## src/pkg/hsdg_pkg.sv

```systemverilog
// Package for the headset detect and general pin control block.
// Assumes a 125 MHz core clock and a register port with word index addressing.
package hsdg_pkg;

    // ------------------------------------------------------------------
    // Register map
    // ------------------------------------------------------------------
    localparam logic [7:0]  HEADSET_DETECT_PIN_FUNCTION_OFS = 8'h22;
    localparam logic [7:0]  GENERAL_PIN_CONTROL_OFS         = 8'h23;

    // Field positions, function register
    localparam int DET_EN_BIT      = 15;
    localparam int KIND_LSB        = 13;
    localparam int PRESENT_BIT     = 12;
    localparam int BUTTON_BIT      = 11;
    localparam int HS_DEB_LSB      = 9;
    localparam int BTN_DEB_LSB     = 6;
    localparam int PIN_B_IRQ_BIT   = 4;
    localparam int PIN_A_IRQ_BIT   = 3;
    localparam int PIN_B_CLK_BIT   = 2;
    localparam int PIN_A_FUNC_LSB  = 0;

    // Field positions, pin control register
    localparam int PIN_B_OUT_EN_BIT  = 15;
    localparam int PIN_B_OUT_LVL_BIT = 14;
    localparam int PIN_B_IN_EN_BIT   = 13;
    localparam int PIN_B_IN_LVL_BIT  = 12;
    localparam int PIN_A_OUT_EN_BIT  = 11;
    localparam int PIN_A_OUT_LVL_BIT = 10;
    localparam int PIN_A_IN_EN_BIT   = 9;
    localparam int PIN_A_IN_LVL_BIT  = 8;

    // Reset values
    localparam logic [1:0] HS_DEB_RESET  = 2'h1;
    localparam logic [1:0] BTN_DEB_RESET = 2'h0;

    // Pin A function codes
    localparam logic [1:0] PIN_A_FUNC_BUTTON_IRQ = 2'h2;
    localparam logic [1:0] PIN_A_FUNC_ADC_WS     = 2'h3;

    // ------------------------------------------------------------------
    // Timing
    // ------------------------------------------------------------------
    localparam int CLK_FREQ_HZ   = 125_000_000;
    localparam int TICK_MS       = 1;
    localparam int TICK_CYCLES   = CLK_FREQ_HZ / 1000 * TICK_MS;
    localparam int DEB_TICKS     = 8;      // Duration is eight ticks at every setting except button debounce off
    localparam int TICK_CNT_W    = 17;
    localparam int MS_DIV_W      = 5;      // Up to 16 ms per tick
    localparam int FWD_MULT      = 256;

endpackage : hsdg_pkg

```

## src/core/hsdg_ctrl.sv

```systemverilog
// Headset detect and general pin control top level.
// Assumes synchronous sense and pin inputs and a simple register port.
// Behaviour
// - Detection runs only while the detect enable bit is one; off at reset.
// - Two-bit read-only headset kind: none, stereo, cellular, both.
// - Read-only presence flag is one while a headset is detected.
// - Read-only button flag is one while a button press is detected.
// - Headset debounce 16/32/64/128 ms at 2/4/8/16 ms ticks; reset 01.
// - Button debounce off, or 8/16/32 ms at 1/2/4 ms ticks.
// - Pin B carries detect interrupt when enabled and not general I/O.
// - Pin A carries detect interrupt when enabled and not general I/O.
// - Pin B forwarded clock is 256 times the faster sample rate.
// - Clock forwarding needs PLL on, no general I/O, no interrupt.
// - Pin A function: 0X tri-state, 10 button interrupt, 11 ADC word select.
// - ADC word select used only for differing rates; word clock frames DAC.
// - Pin B general output drives its output level bit.
// - Pin B general input level shows in a read-only flag.
// - Pin A general output drives its output level bit.
// - Pin A general input level shows in a read-only flag.
// - Reserved pin control bits read zero; software writes zero.
`timescale 1ns/1ps
module hsdg_ctrl #(
    parameter int TICK_CYCLES = hsdg_pkg::TICK_CYCLES
) (
    // Clock and reset
    input  wire logic        clk,
    input  wire logic        nrst,
    // Register port
    input  wire logic [7:0]  reg_addr,
    input  wire logic        reg_wr,
    input  wire logic [15:0] reg_wdata,
    input  wire logic        reg_rd,
    output logic      [15:0] reg_rdata,
    // Jack sense inputs
    input  wire logic        sense_stereo,
    input  wire logic        sense_cellular,
    input  wire logic        sense_button,
    // Clock sources from PLL and serial port
    input  wire logic        pll_enabled,
    input  wire logic        fwd_clk_play,     // 256 x playback rate
    input  wire logic        fwd_clk_rec,      // 256 x record rate
    input  wire logic        play_rate_faster,
    input  wire logic        adc_word_select,
    // Serial port framing control
    output logic             split_word_select,
    // General pin A
    input  wire logic        general_pin_a_i,
    output logic             general_pin_a_o,
    output logic             general_pin_a_oe,
    // General pin B
    input  wire logic        general_pin_b_i,
    output logic             general_pin_b_o,
    output logic             general_pin_b_oe
);

    // ------------------------------------------------------------------
    // State
    // ------------------------------------------------------------------
    typedef struct packed {
        logic        det_en;
        logic [1:0]  hs_deb;
        logic [1:0]  btn_deb;
        logic        b_irq_en;
        logic        a_irq_en;
        logic        b_clk_en;
        logic [1:0]  a_func;
        logic        b_out_en;
        logic        b_out_lvl;
        logic        b_in_en;
        logic        b_in_lvl;
        logic        a_out_en;
        logic        a_out_lvl;
        logic        a_in_en;
        logic        a_in_lvl;
        logic [15:0] rdata;
        logic        a_o;
        logic        a_oe;
        logic        b_o;
        logic        b_oe;
        logic        split_ws;
    } hsdg_ctrl_s;

    hsdg_ctrl_s st_reg;
    hsdg_ctrl_s st_next;

    logic       ms_tick;
    logic [1:0] kind;
    logic       button;
    logic       present;
    logic       detect_irq;
    logic       a_gpio;
    logic       b_gpio;
    logic       fwd_clk;
    logic [2:0] hs_shift;
    logic [2:0] btn_shift;
    logic [15:0] func_word;
    logic [15:0] pin_word;

    // ------------------------------------------------------------------
    // Debounce filters
    // ------------------------------------------------------------------
    hsdg_tick_gen #(
        .TICK_CYCLES (TICK_CYCLES)
    ) u_tick (
        .clk     (clk),
        .nrst    (nrst),
        .ms_tick (ms_tick)
    );

    // Headset tick 2 ms shifted by setting; button tick 1 ms shifted
    assign hs_shift  = {1'b0, st_reg.hs_deb} + 3'h1;
    assign btn_shift = {1'b0, st_reg.btn_deb} - 3'h1;

    hsdg_debounce #(
        .W (2)
    ) u_hs_deb (
        .clk     (clk),
        .nrst    (nrst),
        .ms_tick (ms_tick),
        .shift   (hs_shift),
        .bypass  (1'b0),
        .enable  (st_reg.det_en),
        .din     ({sense_cellular, sense_stereo}),
        .dout    (kind)
    );

    hsdg_debounce #(
        .W (1)
    ) u_btn_deb (
        .clk     (clk),
        .nrst    (nrst),
        .ms_tick (ms_tick),
        .shift   (btn_shift),
        .bypass  (st_reg.btn_deb == 2'h0),
        .enable  (st_reg.det_en),
        .din     (sense_button),
        .dout    (button)
    );

    // ------------------------------------------------------------------
    // Pin function resolution
    // ------------------------------------------------------------------
    assign present    = kind != 2'h0;
    assign detect_irq = present;
    assign a_gpio     = st_reg.a_out_en || st_reg.a_in_en;
    assign b_gpio     = st_reg.b_out_en || st_reg.b_in_en;
    assign fwd_clk    = play_rate_faster ? fwd_clk_play : fwd_clk_rec;

    // Read words; reserved bits zero
    always_comb begin
        func_word = '0;
        func_word[hsdg_pkg::DET_EN_BIT]                        = st_reg.det_en;
        func_word[hsdg_pkg::KIND_LSB +: 2]                     = kind;
        func_word[hsdg_pkg::PRESENT_BIT]                       = present;
        func_word[hsdg_pkg::BUTTON_BIT]                        = button;
        func_word[hsdg_pkg::HS_DEB_LSB +: 2]                   = st_reg.hs_deb;
        func_word[hsdg_pkg::BTN_DEB_LSB +: 2]                  = st_reg.btn_deb;
        func_word[hsdg_pkg::PIN_B_IRQ_BIT]                     = st_reg.b_irq_en;
        func_word[hsdg_pkg::PIN_A_IRQ_BIT]                     = st_reg.a_irq_en;
        func_word[hsdg_pkg::PIN_B_CLK_BIT]                     = st_reg.b_clk_en;
        func_word[hsdg_pkg::PIN_A_FUNC_LSB +: 2]               = st_reg.a_func;
        pin_word = '0;
        pin_word[hsdg_pkg::PIN_B_OUT_EN_BIT]  = st_reg.b_out_en;
        pin_word[hsdg_pkg::PIN_B_OUT_LVL_BIT] = st_reg.b_out_lvl;
        pin_word[hsdg_pkg::PIN_B_IN_EN_BIT]   = st_reg.b_in_en;
        pin_word[hsdg_pkg::PIN_B_IN_LVL_BIT]  = st_reg.b_in_lvl;
        pin_word[hsdg_pkg::PIN_A_OUT_EN_BIT]  = st_reg.a_out_en;
        pin_word[hsdg_pkg::PIN_A_OUT_LVL_BIT] = st_reg.a_out_lvl;
        pin_word[hsdg_pkg::PIN_A_IN_EN_BIT]   = st_reg.a_in_en;
        pin_word[hsdg_pkg::PIN_A_IN_LVL_BIT]  = st_reg.a_in_lvl;
    end

    // ------------------------------------------------------------------
    // Next state
    // ------------------------------------------------------------------
    always_comb begin
        st_next = st_reg;
        // Register writes
        if (reg_wr && reg_addr == hsdg_pkg::HEADSET_DETECT_PIN_FUNCTION_OFS) begin
            st_next.det_en   = reg_wdata[hsdg_pkg::DET_EN_BIT];
            st_next.hs_deb   = reg_wdata[hsdg_pkg::HS_DEB_LSB +: 2];
            st_next.btn_deb  = reg_wdata[hsdg_pkg::BTN_DEB_LSB +: 2];
            st_next.b_irq_en = reg_wdata[hsdg_pkg::PIN_B_IRQ_BIT];
            st_next.a_irq_en = reg_wdata[hsdg_pkg::PIN_A_IRQ_BIT];
            st_next.b_clk_en = reg_wdata[hsdg_pkg::PIN_B_CLK_BIT];
            st_next.a_func   = reg_wdata[hsdg_pkg::PIN_A_FUNC_LSB +: 2];
        end
        if (reg_wr && reg_addr == hsdg_pkg::GENERAL_PIN_CONTROL_OFS) begin
            st_next.b_out_en  = reg_wdata[hsdg_pkg::PIN_B_OUT_EN_BIT];
            st_next.b_out_lvl = reg_wdata[hsdg_pkg::PIN_B_OUT_LVL_BIT];
            st_next.b_in_en   = reg_wdata[hsdg_pkg::PIN_B_IN_EN_BIT];
            st_next.a_out_en  = reg_wdata[hsdg_pkg::PIN_A_OUT_EN_BIT];
            st_next.a_out_lvl = reg_wdata[hsdg_pkg::PIN_A_OUT_LVL_BIT];
            st_next.a_in_en   = reg_wdata[hsdg_pkg::PIN_A_IN_EN_BIT];
        end
        // Sample input levels while in input mode
        if (st_reg.b_in_en) begin
            st_next.b_in_lvl = general_pin_b_i;
        end
        if (st_reg.a_in_en) begin
            st_next.a_in_lvl = general_pin_a_i;
        end
        // Read data, registered; unmapped reads return zero
        if (reg_rd) begin
            st_next.rdata = 16'h0000;
            if (reg_addr == hsdg_pkg::HEADSET_DETECT_PIN_FUNCTION_OFS) begin
                st_next.rdata = func_word;
            end else if (reg_addr == hsdg_pkg::GENERAL_PIN_CONTROL_OFS) begin
                st_next.rdata = pin_word;
            end
        end
        // Pin A drive, general I/O first
        st_next.a_o  = 1'b0;
        st_next.a_oe = 1'b0;
        if (st_reg.a_out_en) begin
            st_next.a_o  = st_reg.a_out_lvl;
            st_next.a_oe = 1'b1;
        end else if (!st_reg.a_in_en) begin
            if (st_reg.a_irq_en) begin
                st_next.a_o  = detect_irq;
                st_next.a_oe = 1'b1;
            end else if (st_reg.a_func == hsdg_pkg::PIN_A_FUNC_BUTTON_IRQ) begin
                st_next.a_o  = button;
                st_next.a_oe = 1'b1;
            end else if (st_reg.a_func == hsdg_pkg::PIN_A_FUNC_ADC_WS) begin
                st_next.a_o  = adc_word_select;
                st_next.a_oe = 1'b1;
            end
        end
        st_next.split_ws = !a_gpio && !st_reg.a_irq_en &&
                           st_reg.a_func == hsdg_pkg::PIN_A_FUNC_ADC_WS;
        // Pin B drive, general I/O first
        st_next.b_o  = 1'b0;
        st_next.b_oe = 1'b0;
        if (st_reg.b_out_en) begin
            st_next.b_o  = st_reg.b_out_lvl;
            st_next.b_oe = 1'b1;
        end else if (!st_reg.b_in_en) begin
            if (st_reg.b_irq_en) begin
                st_next.b_o  = detect_irq;
                st_next.b_oe = 1'b1;
            end else if (st_reg.b_clk_en && pll_enabled) begin
                st_next.b_o  = fwd_clk;
                st_next.b_oe = 1'b1;
            end
        end
    end

    // ------------------------------------------------------------------
    // State register
    // ------------------------------------------------------------------
    always_ff @(posedge clk or negedge nrst) begin
        if (!nrst) begin
            st_reg         <= '0;
            st_reg.hs_deb  <= hsdg_pkg::HS_DEB_RESET;
            st_reg.btn_deb <= hsdg_pkg::BTN_DEB_RESET;
        end else begin
            st_reg <= st_next;
        end
    end

    assign reg_rdata         = st_reg.rdata;
    assign general_pin_a_o   = st_reg.a_o;
    assign general_pin_a_oe  = st_reg.a_oe;
    assign general_pin_b_o   = st_reg.b_o;
    assign general_pin_b_oe  = st_reg.b_oe;
    assign split_word_select = st_reg.split_ws;

    // ------------------------------------------------------------------
    // Assertions
    // ------------------------------------------------------------------
    a_det_off_clear: assert property (@(posedge clk) disable iff (!nrst)
        !st_reg.det_en |-> ##2 (kind == 2'h0 && !button))
        else $error("detection flags set while detection disabled");

    a_kind_reads: assert property (@(posedge clk) disable iff (!nrst)
        reg_rd && reg_addr == hsdg_pkg::HEADSET_DETECT_PIN_FUNCTION_OFS
        |=> reg_rdata[14:13] == $past(kind))
        else $error("headset kind readback wrong");

    a_present_flag: assert property (@(posedge clk) disable iff (!nrst)
        reg_rd && reg_addr == hsdg_pkg::HEADSET_DETECT_PIN_FUNCTION_OFS
        |=> reg_rdata[12] == ($past(kind) != 2'h0))
        else $error("presence flag does not match kind");

    a_button_flag: assert property (@(posedge clk) disable iff (!nrst)
        reg_rd && reg_addr == hsdg_pkg::HEADSET_DETECT_PIN_FUNCTION_OFS
        |=> reg_rdata[11] == $past(button))
        else $error("button flag readback wrong");

    a_kind_stable: assert property (@(posedge clk) disable iff (!nrst)
        $changed(kind) && st_reg.det_en |-> $past(kind != {sense_cellular, sense_stereo}) &&
        $past({sense_cellular, sense_stereo}, 2) == $past({sense_cellular, sense_stereo}))
        else $error("kind changed without sense difference");

    a_btn_bypass: assert property (@(posedge clk) disable iff (!nrst)
        st_reg.det_en && st_reg.btn_deb == 2'h0 ##1 st_reg.det_en && st_reg.btn_deb == 2'h0
        |-> button == $past(sense_button))
        else $error("button bypass not immediate");

    a_b_out_drive: assert property (@(posedge clk) disable iff (!nrst)
        st_reg.b_out_en |=> general_pin_b_oe && general_pin_b_o == $past(st_reg.b_out_lvl))
        else $error("pin B output level wrong");

    a_a_out_drive: assert property (@(posedge clk) disable iff (!nrst)
        st_reg.a_out_en |=> general_pin_a_oe && general_pin_a_o == $past(st_reg.a_out_lvl))
        else $error("pin A output level wrong");

    a_a_input_hiz: assert property (@(posedge clk) disable iff (!nrst)
        st_reg.a_in_en && !st_reg.a_out_en |=> !general_pin_a_oe)
        else $error("pin A driven while general input");

    a_b_in_sample: assert property (@(posedge clk) disable iff (!nrst)
        st_reg.b_in_en |=> st_reg.b_in_lvl == $past(general_pin_b_i))
        else $error("pin B input flag not sampled");

    a_pin_rsvd_zero: assert property (@(posedge clk) disable iff (!nrst)
        reg_rd && reg_addr == hsdg_pkg::GENERAL_PIN_CONTROL_OFS |=> reg_rdata[7:0] == 8'h00)
        else $error("reserved pin bits nonzero");

    a_clk_needs_pll: assert property (@(posedge clk) disable iff (!nrst)
        !pll_enabled && !st_reg.b_out_en && !st_reg.b_irq_en |=> !general_pin_b_oe)
        else $error("pin B driven without PLL");

    a_split_ws_drive: assert property (@(posedge clk) disable iff (!nrst)
        split_word_select |-> general_pin_a_oe && general_pin_a_o == $past(adc_word_select))
        else $error("ADC word select not on pin A");

    c_headset_seen: cover property (@(posedge clk) disable iff (!nrst) present);
    c_button_seen:  cover property (@(posedge clk) disable iff (!nrst) button);
    c_split_ws:     cover property (@(posedge clk) disable iff (!nrst) split_word_select);
    c_clk_forward:  cover property (@(posedge clk) disable iff (!nrst)
        st_reg.b_clk_en && pll_enabled && !b_gpio && !st_reg.b_irq_en);

endmodule : hsdg_ctrl

```

## src/core/hsdg_debounce.sv

```systemverilog
// Debounce filter: output follows input after it is stable for eight ticks.
// Assumes ms_tick pulses once a millisecond; shift picks the tick resolution.
`timescale 1ns/1ps
module hsdg_debounce #(
    parameter int W = 1
) (
    // Clock and reset
    input  wire logic         clk,
    input  wire logic         nrst,
    // Timebase and setting
    input  wire logic         ms_tick,
    input  wire logic [2:0]   shift,     // Tick is 2**shift ms
    input  wire logic         bypass,
    input  wire logic         enable,
    // Data
    input  wire logic [W-1:0] din,
    output logic      [W-1:0] dout
);

    typedef struct packed {
        logic [W-1:0]                  val;
        logic [W-1:0]                  last;
        logic [hsdg_pkg::MS_DIV_W-1:0] div;
        logic [3:0]                    ticks;
    } hsdg_deb_s;

    hsdg_deb_s st_reg;
    hsdg_deb_s st_next;
    logic      slow_tick;

    // Divide millisecond ticks down; a stale count after a setting change ends at once
    assign slow_tick = ms_tick &&
        (st_reg.div >= hsdg_pkg::MS_DIV_W'((32'h1 << shift) - 1));

    // Stability counter, restarted by every change of the input
    always_comb begin
        st_next = st_reg;
        st_next.last = din;
        if (ms_tick) begin
            st_next.div = slow_tick ? '0 : st_reg.div + 1'b1;
        end
        if (!enable) begin
            st_next = '0;
        end else if (bypass) begin
            st_next.val   = din;
            st_next.ticks = '0;
        end else if (din == st_reg.val) begin
            st_next.ticks = '0;
        end else if (din != st_reg.last) begin
            st_next.ticks = '0;
        end else if (slow_tick) begin
            if (st_reg.ticks == 4'(hsdg_pkg::DEB_TICKS - 1)) begin
                st_next.val   = din;
                st_next.ticks = '0;
            end else begin
                st_next.ticks = st_reg.ticks + 1'b1;
            end
        end
    end

    // State register
    always_ff @(posedge clk or negedge nrst) begin
        if (!nrst) begin
            st_reg <= '0;
        end else begin
            st_reg <= st_next;
        end
    end

    assign dout = st_reg.val;

endmodule : hsdg_debounce

```

## src/core/hsdg_tick_gen.sv

```systemverilog
// Millisecond tick generator for the debounce filters.
// Assumes one free running clock; tick period is a parameter for simulation.
`timescale 1ns/1ps
module hsdg_tick_gen #(
    parameter int TICK_CYCLES = hsdg_pkg::TICK_CYCLES
) (
    // Clock and reset
    input  wire logic clk,
    input  wire logic nrst,
    // Tick out
    output logic      ms_tick
);

    typedef struct packed {
        logic [hsdg_pkg::TICK_CNT_W-1:0] cnt;
        logic                            tick;
    } hsdg_tick_s;

    hsdg_tick_s st_reg;
    hsdg_tick_s st_next;

    // Count down one millisecond
    always_comb begin
        st_next = st_reg;
        st_next.tick = 1'b0;
        if (st_reg.cnt == '0) begin
            st_next.cnt  = hsdg_pkg::TICK_CNT_W'(TICK_CYCLES - 1);
            st_next.tick = 1'b1;
        end else begin
            st_next.cnt = st_reg.cnt - 1'b1;
        end
    end

    // State register
    always_ff @(posedge clk or negedge nrst) begin
        if (!nrst) begin
            st_reg <= '0;
        end else begin
            st_reg <= st_next;
        end
    end

    assign ms_tick = st_reg.tick;

endmodule : hsdg_tick_gen

```

## config.mk

```make
export PLATFORM = sky130hd
export DESIGN_NAME = hsdg_ctrl
export DESIGN_NICKNAME = d
export VERILOG_FILES = /design/src/pkg/hsdg_pkg.sv /design/src/core/hsdg_ctrl.sv /design/src/core/hsdg_debounce.sv /design/src/core/hsdg_tick_gen.sv
export SDC_FILE = /design/constraint.sdc
export NUM_CORES = 1
export LEC_CHECK = 0
export ABC_CLOCK_PERIOD_IN_PS = 3800
export BUFFER_PORTS_ARGS = -buffer_cell sky130_fd_sc_hd__buf_2
export CORE_MARGIN = 4
export CORE_UTILIZATION = 58
export CTS_CLUSTER_DIAMETER = 30
export DETAILED_ROUTE_END_ITERATION = 16
export PLACE_DENSITY = 0.85
export SLEW_MARGIN = 20
export SYNTH_ARGS = -nofsm -noshare
export SYNTH_HDL_FRONTEND = slang
export SYNTH_HIERARCHICAL = 1
export SYNTH_SLANG_ARGS = --single-unit
```

## constraint.sdc

```tcl
create_clock -name clk -period 3.8 [get_ports clk]
set_clock_uncertainty 0.1 [all_clocks]
set_input_delay 0.19 -clock clk [delete_from_list [all_inputs] [get_ports clk]]
set_output_delay 0.19 -clock clk [all_outputs]
set_load 0.03 [all_outputs]
```

Yosys cells after proc, flatten, opt, wreduce, memory -nomap -nowiden --
Cells that the tools add are included.
Word-level totals: bits in registers 81, latch bits 0, bits in writable memories 0, bits in read-only memories 0, logic and storage cells 122, memories kept 0
Operators by class: add/sub/neg operators 9, multipliers 0, divide/modulo/power cells 0, order comparisons 2, eq/ne operators 21, shift-type cells 2, multiplexer cells 42, bitwise gates (word level) 0, reduce and logical (&&, ||, !) cells 15
Operators by type and width (number):
- $mux 4 | 11
- $mux 16 | 2
- $mux 2 | 14
- $mux 5 | 4
- $logic_not 17->1 | 1
- $mux 17 | 1
- $sub 17x1->17 const B | 1
- $eq 8x6->1 const B | 2
- $add 5x1->5 const B | 2
- $ge 5x5->1 | 2
- $shl 1x3->5 const A | 2
- $sub 5x1->5 const B | 2
- $add 4x1->4 const B | 2
- $eq 4x3->1 const B | 2
- $mux 1 | 8
- $reduce_and 4->1 | 2
- $logic_and 1x1->1 | 7
- $mux 7 | 1
- $mux 6 | 1
- $ne 2x1->1 const B | 3
- $ne 3x1->1 const B | 2
- $ne 3x2->1 const B | 2
- $ne 5x1->1 const B | 1
- $eq 2x2->1 const B | 2
- other kinds (12) | 14

Logic depth before layout (Yosys ltp) --
depth in word-level cells 10, mapped depth 10, gate-level depth less buffers 10

By module --
The synthesis kept the hierarchy.
By module, submodules not included:
- hsdg_ctrl | times used 1, cells an instance 131, area an instance 1730.4 um2, seq. area each 952.2 um2
- hsdg_debounce (u_hs_deb) | times used 1, cells an instance 90, area an instance 897.1 um2, seq. area each 325.3 um2
- hsdg_tick_gen | times used 1, cells an instance 84, area an instance 883.3 um2, seq. area each 450.4 um2
- hsdg_debounce (u_btn_deb) | times used 1, cells an instance 82, area an instance 759.5 um2, seq. area each 275.3 um2

Worst setup path before layout --
Ideal clock, no wire load.
path type register to register, from register st_reg, in the netlist func_word[9], to register u_hs_deb.st_reg, in the netlist u_hs_deb/dout[0], library setup time 125 ps, arrival time 2401 ps, data required time 3575 ps, path slack 1174 ps, stages on the path, launching flop included 9, clock period less this slack 2626 ps, cells stage by stage dfstp_2 -> ha_1 -> or3_1 -> ha_1 -> nand2b_1 -> a31oi_2 -> o21ai_4 -> a21oi_2 -> mux2_4
Between the ends: cells in the longest elaborated chain, start to end 7
RTL lines:
- start, declared | RTL line hsdg_ctrl.sv:83 | hsdg_ctrl_s st_reg;
- start signal, assigned | RTL line hsdg_ctrl.sv:258 | st_reg <= st_next;
- $add 2x1->3 | RTL line hsdg_ctrl.sv:111 | assign hs_shift = {1'b0, st_reg.hs_deb} + 3'h1;
- named net hs_shift[1] | RTL line hsdg_ctrl.sv:94 | logic [2:0] hs_shift;
- $shl 1x3->5 | RTL line hsdg_debounce.sv:33 | (st_reg.div >= hsdg_pkg::MS_DIV_W'((32'h1 << shift) - 1));
- $sub 5x1->5 | RTL line hsdg_debounce.sv:33
- $ge 5x5->1 | RTL line hsdg_debounce.sv:33
- $logic_and 1x1->1 | RTL line hsdg_debounce.sv:32 | assign slow_tick = ms_tick &&
- $ne 2x1->1 (no source line)
- $reduce_and 4->1 (no source line)
- end signal, assigned | RTL line hsdg_debounce.sv:66 | st_reg <= st_next;
- end, declared | RTL line hsdg_debounce.sv:27 | hsdg_deb_s st_reg;
The timed path passes the listed nets, and every way through them passes these cells. A chain may end at the register's enable or synchronous reset.

Worst setup path in the final report --
Same ends and word-level chain as after synthesis.

==> results.sh <==
export IMPL_cts_resized=0
export IMPL_fin_crit_sh_pct=73.5
export IMPL_cts_buffers=9
export IMPL_htree_levels=3
export IMPL_yosysUniqueCellTypes=65
export IMPL_cts_setup_buffers=0
export IMPL_synth_area_mm2=0.00427
export IMPL_area_growth_pct=15.5
export IMPL_timing_fmax_mhz=358
export IMPL_largest_register_ffs=17
export IMPL_synth_edf_count=0
export IMPL_path_class="flop to flop"
export IMPL_outcome="finished, final reports clean"
export IMPL_wl_mm=9.19
export IMPL_slew_headroom_pct=42.6
export IMPL_max_cap_violations=0
export IMPL_cp_data_required_time_ns=3.94
export IMPL_ys_ff_latch=80
export IMPL_routedWlPerCell_um=16.4
export IMPL_layout_common_cells="dfrtp_1 (79), buf_2 (53), nand2_1 (35), nor2_1 (23), ha_1 (18)"
export IMPL_cp_start_kind="flop"
export IMPL_clock_path_buffers=2
export IMPL_drtIter0Drc=142
export IMPL_whs_ns=0.0186
export IMPL_dp_cells=527
export IMPL_rows=31
export IMPL_setup_viol=0
export IMPL_syn_avg_cell_area_um2=11.0
export IMPL_hpwl_mm=6.14
export IMPL_insertedDiodeCount=0
export IMPL_mostFrequentLayoutCell="dfrtp_1"
export IMPL_finalWeightedCongestion=0.800
export IMPL_rsz0062_at_grt="no"
export IMPL_synth_seq_area_share_pct=46.9
export IMPL_start_util_pct=59.2
export IMPL_antenna_found_initial=0
export IMPL_clock_sinks=80
export IMPL_drt_pass1_iterations=4
export IMPL_clk_pin_slew_ns=0.08
export IMPL_die_area_mm2=0.00880
export IMPL_final_setup_tns_ns=0
export IMPL_irDropWorstVdd_v=0.000254
export IMPL_synth_area_leader_cell="dfrtp_1"
export IMPL_vias=3218
export IMPL_die_h_um=93.8
export IMPL_synth_cells=387
export IMPL_synth_top_area_share_pct=46.3
export IMPL_drc=0
export IMPL_grt_pass1_wl_mm=15.5
export IMPL_cts_root_buf="clkbuf_8"
export IMPL_portBuffers=54
export IMPL_synth_area_leaders="dfrtp_1 (46%), ha_1 (5.3%), mux2_4 (4.2%)"
export IMPL_crit_fanout=6
export IMPL_synth_ff_type="dfrtp_1"
export IMPL_hold_violations=0
export IMPL_synth_async_sr_flop_share_pct=100
export IMPL_fillers=559
export IMPL_stdcell_count=560
export IMPL_leakagePower_nw=2.34
export IMPL_clk_latency_ns=0.36
export IMPL_io_pin_count=59
export IMPL_cts_tree="yes"
export IMPL_via_per_inst=5.75
export IMPL_grt_pass1_vias=3370
export IMPL_yosysWarnings=6
export IMPL_hp_class="input pin to flop"
export IMPL_cp_end_kind="flop"
export IMPL_grt_max_degree=81
export IMPL_tightest_slew_ns=0.856
export IMPL_core_area_mm2=0.00721
export IMPL_postCtsHoldBufs=17
export IMPL_power_density_mw_per_mm2=327
export IMPL_ant_nets=0
export IMPL_drive_above_1_share_pct=27.3
export IMPL_slew_violations=0
export IMPL_grt_usage_pct=22.4
export IMPL_crit_arrival_ns=2.93
export IMPL_min_period_ns=2.79
export IMPL_overflow=0
export IMPL_die_w_um=93.8
export IMPL_fin_nets=512
cell usage after synthesis (all sizes together), types with 10 or more instances:
cell,n
a21o,10
a21oi,16
dfrtp,79
ha,18
inv,17
mux2,29
nand2,35
nand3,11
nor2,23
o21ai,15
o2bb2ai,14
critical path: stages, from the launching register on:
cell and delay, ns:
dfstp_2 0.57, ha_1 0.27, or3_1 0.36, ha_1 0.27, nand2b_1 0.15, a31oi_2 0.29
o21ai_4 0.14, a21oi_2 0.21, mux2_4 0.31
report_power, final:
group | switching (W) | internal, W
clock network | 0.000310 | 0.000272
logic | 0.0000736 | 0.0000650
registers | 0.0000203 | 0.000872
worst paths after layout:
check / start / endpoint / slack [ns] / cells past startpoint
setup / recovery: func_word[9]$_DFFE_PN1P_ / u_hs_deb/dout[0]$_DFFE_PN0P_ / 1.01 / 8
hold / removal: sense_cellular / u_hs_deb/st_reg[10]$_DFF_PN0_ / 0.02 / 2
setup reg to reg: func_word[9]$_DFFE_PN1P_ / u_hs_deb/dout[0]$_DFFE_PN0P_ / 1.01 / 8
hold reg to reg: u_tick/st_reg[1]$_DFF_PN0_ / u_tick/st_reg[1]$_DFF_PN0_ / 0.38 / 1
max in group asynchronous: nrst / u_tick/st_reg[6]$_DFF_PN0_ / 2.79 / 2
min in group asynchronous: nrst / u_btn_deb/st_reg[0]$_DFFE_PN0P_ / 0.32 / 2
cell families (layout without fill, tap and decap cells):
logic type,Yosys count,count (layout),share of synthesized area (%)
simple gates,133,133,18.1
flops,80,80,46.9
compound gates,76,76,13.2
mux,35,35,10.1
buf+inv,32,105,3.93
fa+ha+maj,18,18,5.27
xor+xnor,12,12,2.46
other cells,1,2,0.0878
through the flow:
step	util, %	total power [W]	setup WS, ns	area (um^2)
final	68.4	0.00161	1.01	4930
after global routing	68.4	0.00168	0.894	4930
after CTS	68.3	0.00162	1.01	4930
after detailed placement	63.5	0.00103	1.02	4580
after global placement	63.5	0.00102	1.08	4580
after floorplan	-	0.000973	1.17	4270
layer usage:
metal | part of all wire, % | GRT usage, % | wire (um)
met1 | 41 | 29.0 | 3810
met2 | 51 | 36.8 | 4660
met3 | 5.6 | 4.41 | 519
met4 | 2.2 | 9.39 | 202
met5 | 0 | 0 | 0
layout make-up:
cell class / count / area (um^2) / area share, %
Inverter: 18 / 80.1 / 1.62
Multi-Input combinational cell: 276 / 2100 / 42.6
Tap cell: 99 / 124 / 2.51
Sequential cell: 80 / 2000 / 40.6
Timing Repair Buffer: 71 / 447 / 9.05
Clock buffer: 13 / 159 / 3.22
Clock inverter: 3 / 17.5 / 0.355
(Power assumes the default switching activity.)
